--- config.mk ---
export PLATFORM = sky130hd
export DESIGN_NAME = camh_msg_handler
export DESIGN_NICKNAME = d
export VERILOG_FILES = /design/src/logic/camh_pkg.sv /design/src/logic/camh_msg_handler.sv /design/src/logic/camh_reply_tx.sv
export SDC_FILE = /design/constraint.sdc
export NUM_CORES = 1
export LEC_CHECK = 0
export ABC_AREA = 1
export BUFFER_PORTS_ARGS = -buffer_cell sky130_fd_sc_hd__buf_2
export CORE_MARGIN = 1.5
export CORE_UTILIZATION = 45
export DETAILED_ROUTE_END_ITERATION = 10
export PLACE_DENSITY = 0.78
export REMOVE_ABC_BUFFERS = 1
export SLEW_MARGIN = 20
export SYNTH_ARGS = -nofsm -noshare
export SYNTH_HDL_FRONTEND = slang
export SYNTH_SLANG_ARGS = --single-unit
--- constraint.sdc ---
create_clock -name clk -period 7.03 [get_ports clk]
set_input_delay 1.0545 -clock clk [delete_from_list [all_inputs] [get_ports clk]]
set_output_delay 1.0545 -clock clk [all_outputs]
set_load 0.02 [all_outputs]
--- src/logic/camh_pkg.sv ---
package camh_pkg;
	// Control tokens
	localparam logic [7:0] TOK_CFG_WR = 8'hC0;
	localparam logic [7:0] TOK_CFG_RD = 8'hC1;
	localparam logic [7:0] TOK_PER_WR = 8'h24;
	localparam logic [7:0] TOK_PER_RD = 8'h25;
	localparam logic [7:0] TOK_END = 8'h01;
	localparam logic [7:0] TOK_ACK = 8'h03;
	localparam logic [7:0] TOK_NAK = 8'h04;
	// Destination decode
	localparam logic [15:0] DEST_TILE = 16'hC20C;
	localparam logic [15:0] DEST_NODE = 16'hC30C;
	localparam logic [7:0] DEST_PERIPH = 8'h02;
	localparam logic [7:0] PS_RES_TYPE = 8'h0B;
	localparam logic [7:0] NO_REPLY_ID = 8'hFF;
	// Field sizes in bytes, less one for RID_LAST and CFG_REG_LAST
	localparam logic [2:0] RID_LAST = 3'h2;
	localparam logic [2:0] CFG_REG_LAST = 3'h1;
	localparam logic [2:0] CFG_DATA_BYTES = 3'h4;
	localparam logic [7:0] PER_MAX_BYTES = 8'h04;
	// Access spaces
	localparam logic [1:0] SPACE_TILE = 2'h0;
	localparam logic [1:0] SPACE_NODE = 2'h1;
	localparam logic [1:0] SPACE_PERIPH = 2'h2;
	localparam logic [1:0] SPACE_PS = 2'h3;
	// Reset values
	localparam logic [31:0] BUF_RESET = 32'h0000_0000;
	localparam logic [23:0] RID_RESET = 24'h00_0000;
	localparam logic [15:0] REG_RESET = 16'h0000;
	localparam logic [7:0] SIZE_RESET = 8'h00;
	localparam logic [2:0] CNT_RESET = 3'h0;
	localparam logic [53:0] TX_SH_RESET = 54'h0;

	typedef enum logic [3:0] {
		ST_IDLE, ST_RID, ST_REGN, ST_SIZE, ST_DATA, ST_END, ST_ACC, ST_REPLY, ST_PSACC, ST_PSDONE
	} camh_state_t;
endpackage

--- src/logic/camh_msg_handler.sv ---
`timescale 1ns/1ps
module camh_msg_handler (
	// Clock and reset
	input wire logic clk,
	input wire logic sys_rst,
	input wire logic ce,
	// Incoming tokens
	input wire logic inValid,
	output logic inReady,
	input wire logic inCtrl,
	input wire logic [7:0] inData,
	input wire logic [31:0] inDest,
	// Outgoing reply tokens
	output logic outValid,
	input wire logic outReady,
	output logic outCtrl,
	output logic [7:0] outData,
	output logic [23:0] outDest,
	// Processor status port
	input wire logic psReq,
	input wire logic psWrite,
	input wire logic [31:0] psResId,
	input wire logic [31:0] psWdata,
	output logic psDone,
	output logic psErr,
	output logic [31:0] psRdata,
	// Register access port
	output logic accReq,
	output logic accWrite,
	output logic accByte,
	output logic [1:0] accSpace,
	output logic [15:0] accAddr,
	output logic [31:0] accWdata,
	input wire logic accAck,
	input wire logic accErr,
	input wire logic [31:0] accRdata
);
	typedef struct packed {
		camh_pkg::camh_state_t st;
		logic isWr;
		logic isPer;
		logic fail;
		logic [1:0] space;
		logic [23:0] rid;
		logic [15:0] regNum;
		logic [7:0] size;
		logic [2:0] cnt;
		logic [31:0] dataBuf;
	} camh_regs_t;

	camh_regs_t s_reg, s_next;
	logic take;
	logic txStart;
	logic txBusy;
	logic suppress;
	logic psBadId;
	logic [2:0] txBytes;

	assign suppress = s_reg.isWr && s_reg.rid[7:0] == camh_pkg::NO_REPLY_ID;
	assign psBadId = psResId[7:0] != camh_pkg::PS_RES_TYPE;
	assign inReady = ce && ((s_reg.st == camh_pkg::ST_IDLE && !psReq) || s_reg.st == camh_pkg::ST_RID ||
		s_reg.st == camh_pkg::ST_REGN || s_reg.st == camh_pkg::ST_SIZE || s_reg.st == camh_pkg::ST_DATA ||
		s_reg.st == camh_pkg::ST_END);
	assign take = inValid && inReady;
	assign accReq = ce && ((s_reg.st == camh_pkg::ST_ACC) || (s_reg.st == camh_pkg::ST_PSACC && !psBadId));
	assign accWrite = s_reg.st == camh_pkg::ST_PSACC ? psWrite : s_reg.isWr;
	assign accByte = s_reg.st == camh_pkg::ST_ACC && s_reg.isPer;
	assign accSpace = s_reg.st == camh_pkg::ST_PSACC ? camh_pkg::SPACE_PS : s_reg.space;
	assign accAddr = s_reg.st == camh_pkg::ST_PSACC ? psResId[23:8] : s_reg.regNum;
	assign accWdata = s_reg.st == camh_pkg::ST_PSACC ? psWdata :
		(s_reg.isPer ? {24'h00_0000, s_reg.dataBuf[31:24]} : s_reg.dataBuf);
	assign txStart = ce && s_reg.st == camh_pkg::ST_REPLY && !suppress && !txBusy;
	assign txBytes = s_reg.isWr ? 3'h0 : (s_reg.isPer ? s_reg.size[2:0] : camh_pkg::CFG_DATA_BYTES);
	assign psDone = ce && s_reg.st == camh_pkg::ST_PSDONE;
	assign psErr = s_reg.fail;
	assign psRdata = s_reg.dataBuf;

	always_comb begin
		s_next = s_reg;
		if (ce) begin
			case (s_reg.st)
				camh_pkg::ST_IDLE: begin
					if (psReq) begin
						s_next.fail = 1'b0;
						s_next.st = camh_pkg::ST_PSACC;
					end else if (take && inCtrl) begin
						s_next.cnt = camh_pkg::CNT_RESET;
						s_next.st = camh_pkg::ST_RID;
						s_next.isWr = inData == camh_pkg::TOK_CFG_WR || inData == camh_pkg::TOK_PER_WR;
						s_next.isPer = inData == camh_pkg::TOK_PER_WR || inData == camh_pkg::TOK_PER_RD;
						s_next.size = camh_pkg::PER_MAX_BYTES;
						s_next.space = inDest[15:0] == camh_pkg::DEST_NODE ? camh_pkg::SPACE_NODE : camh_pkg::SPACE_TILE;
						s_next.fail = 1'b0;
						if (inData == camh_pkg::TOK_PER_WR || inData == camh_pkg::TOK_PER_RD) begin
							s_next.space = camh_pkg::SPACE_PERIPH;
							s_next.fail = inDest[7:0] != camh_pkg::DEST_PERIPH;
						end else if (inData == camh_pkg::TOK_CFG_WR || inData == camh_pkg::TOK_CFG_RD) begin
							s_next.fail = inDest[15:0] != camh_pkg::DEST_TILE && inDest[15:0] != camh_pkg::DEST_NODE;
						end else begin
							s_next.fail = 1'b1;
						end
					end
				end
				camh_pkg::ST_RID: begin
					if (take && inCtrl) begin
						s_next.st = camh_pkg::ST_IDLE;
					end else if (take) begin
						s_next.rid = {s_reg.rid[15:0], inData};
						s_next.cnt = s_reg.cnt + 3'h1;
						if (s_reg.cnt == camh_pkg::RID_LAST) begin
							s_next.cnt = camh_pkg::CNT_RESET;
							s_next.st = camh_pkg::ST_REGN;
						end
					end
				end
				camh_pkg::ST_REGN: begin
					if (take && inCtrl) begin
						s_next.fail = 1'b1;
						s_next.st = inData == camh_pkg::TOK_END ? camh_pkg::ST_REPLY : camh_pkg::ST_END;
					end else if (take) begin
						s_next.regNum = s_reg.isPer ? {8'h00, inData} : {s_reg.regNum[7:0], inData};
						s_next.cnt = s_reg.cnt + 3'h1;
						if (s_reg.isPer || s_reg.cnt == camh_pkg::CFG_REG_LAST) begin
							s_next.cnt = camh_pkg::CNT_RESET;
							s_next.st = s_reg.isPer ? camh_pkg::ST_SIZE :
								(s_reg.isWr ? camh_pkg::ST_DATA : camh_pkg::ST_END);
						end
					end
				end
				camh_pkg::ST_SIZE: begin
					if (take && inCtrl) begin
						s_next.fail = 1'b1;
						s_next.st = inData == camh_pkg::TOK_END ? camh_pkg::ST_REPLY : camh_pkg::ST_END;
					end else if (take) begin
						s_next.size = inData;
						if (inData == 8'h00 || inData > camh_pkg::PER_MAX_BYTES) begin
							s_next.fail = 1'b1;
							s_next.st = camh_pkg::ST_END;
						end else begin
							s_next.st = s_reg.isWr ? camh_pkg::ST_DATA : camh_pkg::ST_END;
						end
					end
				end
				camh_pkg::ST_DATA: begin
					if (take && inCtrl) begin
						s_next.fail = 1'b1;
						s_next.st = inData == camh_pkg::TOK_END ? camh_pkg::ST_REPLY : camh_pkg::ST_END;
					end else if (take) begin
						s_next.dataBuf = {s_reg.dataBuf[23:0], inData};
						s_next.cnt = s_reg.cnt + 3'h1;
						if (8'(s_reg.cnt) == s_reg.size - 8'h01) begin
							s_next.dataBuf = {s_reg.dataBuf[23:0], inData} << (8 * (camh_pkg::PER_MAX_BYTES - s_reg.size));
							s_next.cnt = camh_pkg::CNT_RESET;
							s_next.st = camh_pkg::ST_END;
						end
					end
				end
				camh_pkg::ST_END: begin
					if (take && inCtrl && inData == camh_pkg::TOK_END) begin
						s_next.st = s_reg.fail ? camh_pkg::ST_REPLY : camh_pkg::ST_ACC;
					end else if (take) begin
						s_next.fail = 1'b1;
					end
				end
				camh_pkg::ST_ACC: begin
					if (accAck) begin
						s_next.cnt = s_reg.cnt + 3'h1;
						s_next.regNum = s_reg.regNum + 16'h0001;
						if (s_reg.isPer) begin
							s_next.dataBuf = s_reg.isWr ? {s_reg.dataBuf[23:0], 8'h00} : {s_reg.dataBuf[23:0], accRdata[7:0]};
						end else begin
							s_next.dataBuf = s_reg.isWr ? s_reg.dataBuf : accRdata;
						end
						if (accErr) begin
							s_next.fail = 1'b1;
							s_next.st = camh_pkg::ST_REPLY;
						end else if (!s_reg.isPer || 8'(s_reg.cnt) == s_reg.size - 8'h01) begin
							s_next.st = camh_pkg::ST_REPLY;
						end
					end
				end
				camh_pkg::ST_REPLY: begin
					if (suppress || !txBusy) begin
						s_next.st = camh_pkg::ST_IDLE;
					end
				end
				camh_pkg::ST_PSACC: begin
					if (psBadId) begin
						s_next.fail = 1'b1;
						s_next.st = camh_pkg::ST_PSDONE;
					end else if (accAck) begin
						s_next.fail = accErr;
						s_next.dataBuf = accRdata;
						s_next.st = camh_pkg::ST_PSDONE;
					end
				end
				camh_pkg::ST_PSDONE: begin
					s_next.st = camh_pkg::ST_IDLE;
				end
				default: begin
					s_next.st = camh_pkg::ST_IDLE;
				end
			endcase
		end
	end

	always_ff @(posedge clk or posedge sys_rst) begin
		if (sys_rst) begin
			s_reg <= '{st: camh_pkg::ST_IDLE, isWr: 1'b0, isPer: 1'b0, fail: 1'b0, space: camh_pkg::SPACE_TILE,
				rid: camh_pkg::RID_RESET, regNum: camh_pkg::REG_RESET, size: camh_pkg::SIZE_RESET,
				cnt: camh_pkg::CNT_RESET, dataBuf: camh_pkg::BUF_RESET};
		end else begin
			s_reg <= s_next;
		end
	end

	camh_reply_tx u_tx (
		.clk(clk),
		.sys_rst(sys_rst),
		.ce(ce),
		.start(txStart),
		.ok(!s_reg.fail),
		.nBytes(txBytes),
		.data(s_reg.dataBuf),
		.dest(s_reg.rid),
		.busy(txBusy),
		.outValid(outValid),
		.outReady(outReady),
		.outCtrl(outCtrl),
		.outData(outData),
		.outDest(outDest)
	);
endmodule

--- src/logic/camh_reply_tx.sv ---
`timescale 1ns/1ps
module camh_reply_tx (
	// Clock and reset
	input wire logic clk,
	input wire logic sys_rst,
	input wire logic ce,
	// Load side
	input wire logic start,
	input wire logic ok,
	input wire logic [2:0] nBytes,
	input wire logic [31:0] data,
	input wire logic [23:0] dest,
	output logic busy,
	// Token stream out
	output logic outValid,
	input wire logic outReady,
	output logic outCtrl,
	output logic [7:0] outData,
	output logic [23:0] outDest
);
	typedef struct packed {
		logic [53:0] sh;
		logic [2:0] left;
		logic [23:0] dest;
	} camh_tx_t;

	camh_tx_t s_reg, s_next;

	always_comb begin
		int n;
		int i;
		n = 0;
		i = 0;
		s_next = s_reg;
		if (ce && start && s_reg.left == 3'h0) begin
			n = ok ? int'(nBytes) : 0;
			s_next.sh = camh_pkg::TX_SH_RESET;
			s_next.sh[53:45] = {1'b1, ok ? camh_pkg::TOK_ACK : camh_pkg::TOK_NAK};
			for (i = 0; i < 4; i++) begin
				if (i < n) begin
					s_next.sh[44 - 9 * i -: 9] = {1'b0, data[8 * (n - 1 - i) +: 8]};
				end
			end
			s_next.sh[44 - 9 * n -: 9] = {1'b1, camh_pkg::TOK_END};
			s_next.left = 3'(n + 2);
			s_next.dest = dest;
		end else if (ce && outValid && outReady) begin
			s_next.sh = {s_reg.sh[44:0], 9'h000};
			s_next.left = s_reg.left - 3'h1;
		end
	end

	always_ff @(posedge clk or posedge sys_rst) begin
		if (sys_rst) begin
			s_reg <= '{sh: camh_pkg::TX_SH_RESET, left: camh_pkg::CNT_RESET, dest: camh_pkg::RID_RESET};
		end else begin
			s_reg <= s_next;
		end
	end

	assign busy = s_reg.left != 3'h0;
	assign outValid = ce && s_reg.left != 3'h0;
	assign outCtrl = s_reg.sh[53];
	assign outData = s_reg.sh[52:45];
	assign outDest = s_reg.dest;
endmodule

==> impl_metrics.py <==
metrics = {
    "final_layout": {
        "multiInputGateArea_um2": 7240,
        "largest_reg_flops": 58,
        "instances_no_fill": 2427,
        "fillers": 2903,
        "fin_util": 0.512,
        "regArea_um2": 4300,
        "nets": 2202,
        "finalInstanceArea_um2": 14800,
        "area_growth_pct": 11.7,
        "drive_gt1_frac": 0.206,
    },
    "critical_path": {
        "worst-r2r-cell-count": 23,
        "crit_buf_inv": 4,
        "slowest_stage": "dfrtp_1",
        "cp_common_cell": "nand2_1",
        "crit_type": "reg2reg",
        "cpLargestDelayFamily": "adder cells",
        "required_ns": 7.37,
        "cp-start-kind": "flop",
        "cp-end-kind": "flop",
        "path_depth": 23,
        "critPathArrivalTime_ns": 5.89,
        "slowest_delay_ns": 0.70,
        "crit_chain": "buf_4 -> nand2_1 -> nor2_4 -> ha_1 -> inv_2 -> ha_1 -> nand2_1 -> nand2_1 -> a31o_2 -> fa_1 -> inv_1 -> nand3_4 -> inv_4 -> a21oi_2 -> nand4_2 -> o21ai_4 -> o21ai_2 -> o21ai_2 -> nand2_1 -> nand4_1 -> nand2_1 -> nand2_1 -> nand2_1",
        "path_max_fanout": 19,
    },
    "timing": {
        "setup_viol": 0,
        "holdWs_ns": 0.473,
        "tns_ns": 0,
        "achievable-frequency_mhz": 180,
        "skew_ns": 0.0150,
        "fin_crit_sh": 0.789,
        "rsz0062_at_grt": "no",
        "tightestPinTransition_ns": 1.15,
        "finalMaxSlewViolations": 0,
        "hold_viol": 0,
        "post-route-min-period_ns": 5.55,
        "slew_headroom": 0.230,
    },
    "pwr": {
        "cellLeakagePower_nw": 7.04,
        "peakVddDrop_v": 0.000396,
        "power_density_nw_per_um2": 560,
    },
    "synthesis": {
        "synth-async-reset-ratio": 1.00,
        "avgSynthCellArea_um2": 6.96,
        "yosysWarnings": 0,
        "synth_seq_cells": 172,
        "ys_seq_area_frac": 0.325,
        "synth_area_um2": 13200,
        "synth_edf_count": 0,
        "ys_dominant_reg_cell": "dfrtp_1",
        "synth_cell_types": 76,
        "netlist_instances": 1901,
    },
    "cts": {
        "cts_tree": "yes",
        "ctsResizeCount": 0,
        "post-cts-setup-buffer-count": 0,
        "clock_latency_ns": 0.45,
        "clkTransAtPathRegs_ns": 0.08,
        "cts-htree-levels": 4,
        "numCtsBuffers": 17,
        "clockBufferDepth": 2,
        "cts_root_buf": "clkbuf_16",
        "hold_buffers": 0,
        "cts.sinks": 172,
    },
    "routing": {
        "ant_nets": 0,
        "drc_errors": 0,
        "drt-total-wl_um": 48300,
        "vias": 14123,
        "drtIter0Drc": 1459,
        "vias_per_cell": 5.82,
        "routedWlPerCell_um": 19.9,
        "firstDrtPassIters": 6,
    },
    "hold_path": {
        "min_delay_path_depth": 2,
        "hold_path_class": "reg2reg",
    },
    "global_routing": {
        "track_usage": 0.316,
        "grt_max_degree": 75,
        "grt_pass1_vias": 13409,
        "antenna_found_initial": 2,
        "grt_pass1_wl_um": 75300,
        "grt_overflow_total": 0,
    },
    "placement": {
        "numPlacedInstances": 2395,
        "gp_congestion": 0.964,
        "dpl_cell_area_um2": 14200,
        "io_buffers": 243,
        "dp_hpwl_um": 35600,
    },
    "run_status": {
        "outcome": "complete, no violations",
    },
    "floorplan": {
        "pin_count": 268,
        "die-area_um2": 30400,
        "die_h_um": 174,
        "num_rows": 62,
        "start_util": 0.459,
        "die_x_um": 174,
        "core_um2": 28900,
    },
    "job": {
        "maxCapViolations": 0,
    },
}
==> tightest hold or removal path, stage by stage, from the launching register on <==
cell and delay (ns):
dfrtp_1 0.34, nand2_1 0.05, nand2_1 0.05
==> routing by layer <==
| metal | wire length, um | track usage | vias up |
|---|---|---|---|
| li1 | - | - | 6551 |
| met1 | 19600 | 0.420 | 6700 |
| met2 | 22900 | 0.514 | 749 |
| met3 | 4150 | 0.0560 | 123 |
| met4 | 1740 | 0.119 | 0 |
| met5 | 0 | 0 | - |
==> layout make-up <==
type                            instances  share of cell area
Multi-Input combinational cell       1363               0.489
Sequential cell                       172               0.291
Timing Repair Buffer                  262              0.0919
Inverter                              214              0.0551
Tap cell                              384              0.0325
Clock buffer                           18              0.0297
Clock inverter                         12              0.0102
Antenna cell                            2            0.000338
==> report_power, final <==
part	switching [W]	internal [W]
registers	0.000336	0.00129
logic	0.00407	0.00158
clock network	0.000457	0.000542
==> cells in the mapped netlist (14+ instances only) <==
cell type	n	share of area
nand2_1	458	0.13
o21ai_0	237	0.090
inv_1	173	0.049
dfrtp_1	172	0.33
nor2_1	130	0.037
nand3_1	96	0.036
buf_4	72	0.041
a21oi_1	64	0.024
o21ai_1	55	0.021
clkbuf_1	43	0.012
a22oi_1	36	0.020
inv_2	32	0.0091
buf_2	29	0.011
ha_1	25	0.024
nand4_1	24	0.011
a31oi_1	23	0.011
nor3_1	22	0.0083
nand2_2	17	0.0080
o211ai_1	14	0.0079
==> cell usage in the layout, fill, tap and decap left out, types with 8 or more instances in the layout <==
master,synthesis,routed
nor3_1,22,22
nand2_4,8,8
o221ai_1,13,13
buf_4,72,19
dfrtp_1,172,172
inv_2,32,32
clkbuf_16,0,17
nand3_1,96,96
a31oi_1,23,23
ha_1,25,25
o21ai_0,237,237
a21oi_1,64,64
nor2_2,11,10
a22oi_1,36,36
o21ai_2,8,9
nand4_1,24,24
xor2_1,8,8
buf_2,29,243
o21ai_1,55,54
nand2_1,458,458
nand2_2,17,17
nor2_1,130,130
o211ai_1,14,14
inv_1,173,172
nor2_4,13,14
==> path summary, 6_finish.rpt <==
path | startpoint | to | slack, ns
max in group asynchronous | sys_rst | u_tx.s_reg[49] | 5.09
worst min-delay path | u_tx.outDest[20] | u_tx.outDest[20] | 0.47
worst min register to register | u_tx.outDest[20] | u_tx.outDest[20] | 0.47
min in group asynchronous | sys_rst | u_tx.outDest[8] | 0.73
worst max register to register | s_reg[86] | u_tx.s_reg[38] | 1.48
worst max-delay path | s_reg[86] | u_tx.s_reg[38] | 1.48
==> logic make-up (layout without fill, tap and decap cells) <==
logic type	count (synthesis)	count (layout)	share of synthesized area
simple gates	812	812	0.279
xor+xnor	13	13	0.0106
buf+inv	366	506	0.129
flops	172	172	0.325
compound gates	511	511	0.230
fa+ha+maj	26	26	0.0251
other cells	0	2	0
mux	1	1	0.000756
==> through the flow <==
stage	worst slack, ns	power [W]
after floorplan	0.881	0.00530
after global placement	1.65	0.00709
after detailed placement	1.59	0.00714
after CTS	1.59	0.00816
after global routing	1.26	0.00881
final	1.48	0.00828
No activity file was read; power rests on OpenSTA's default activity.
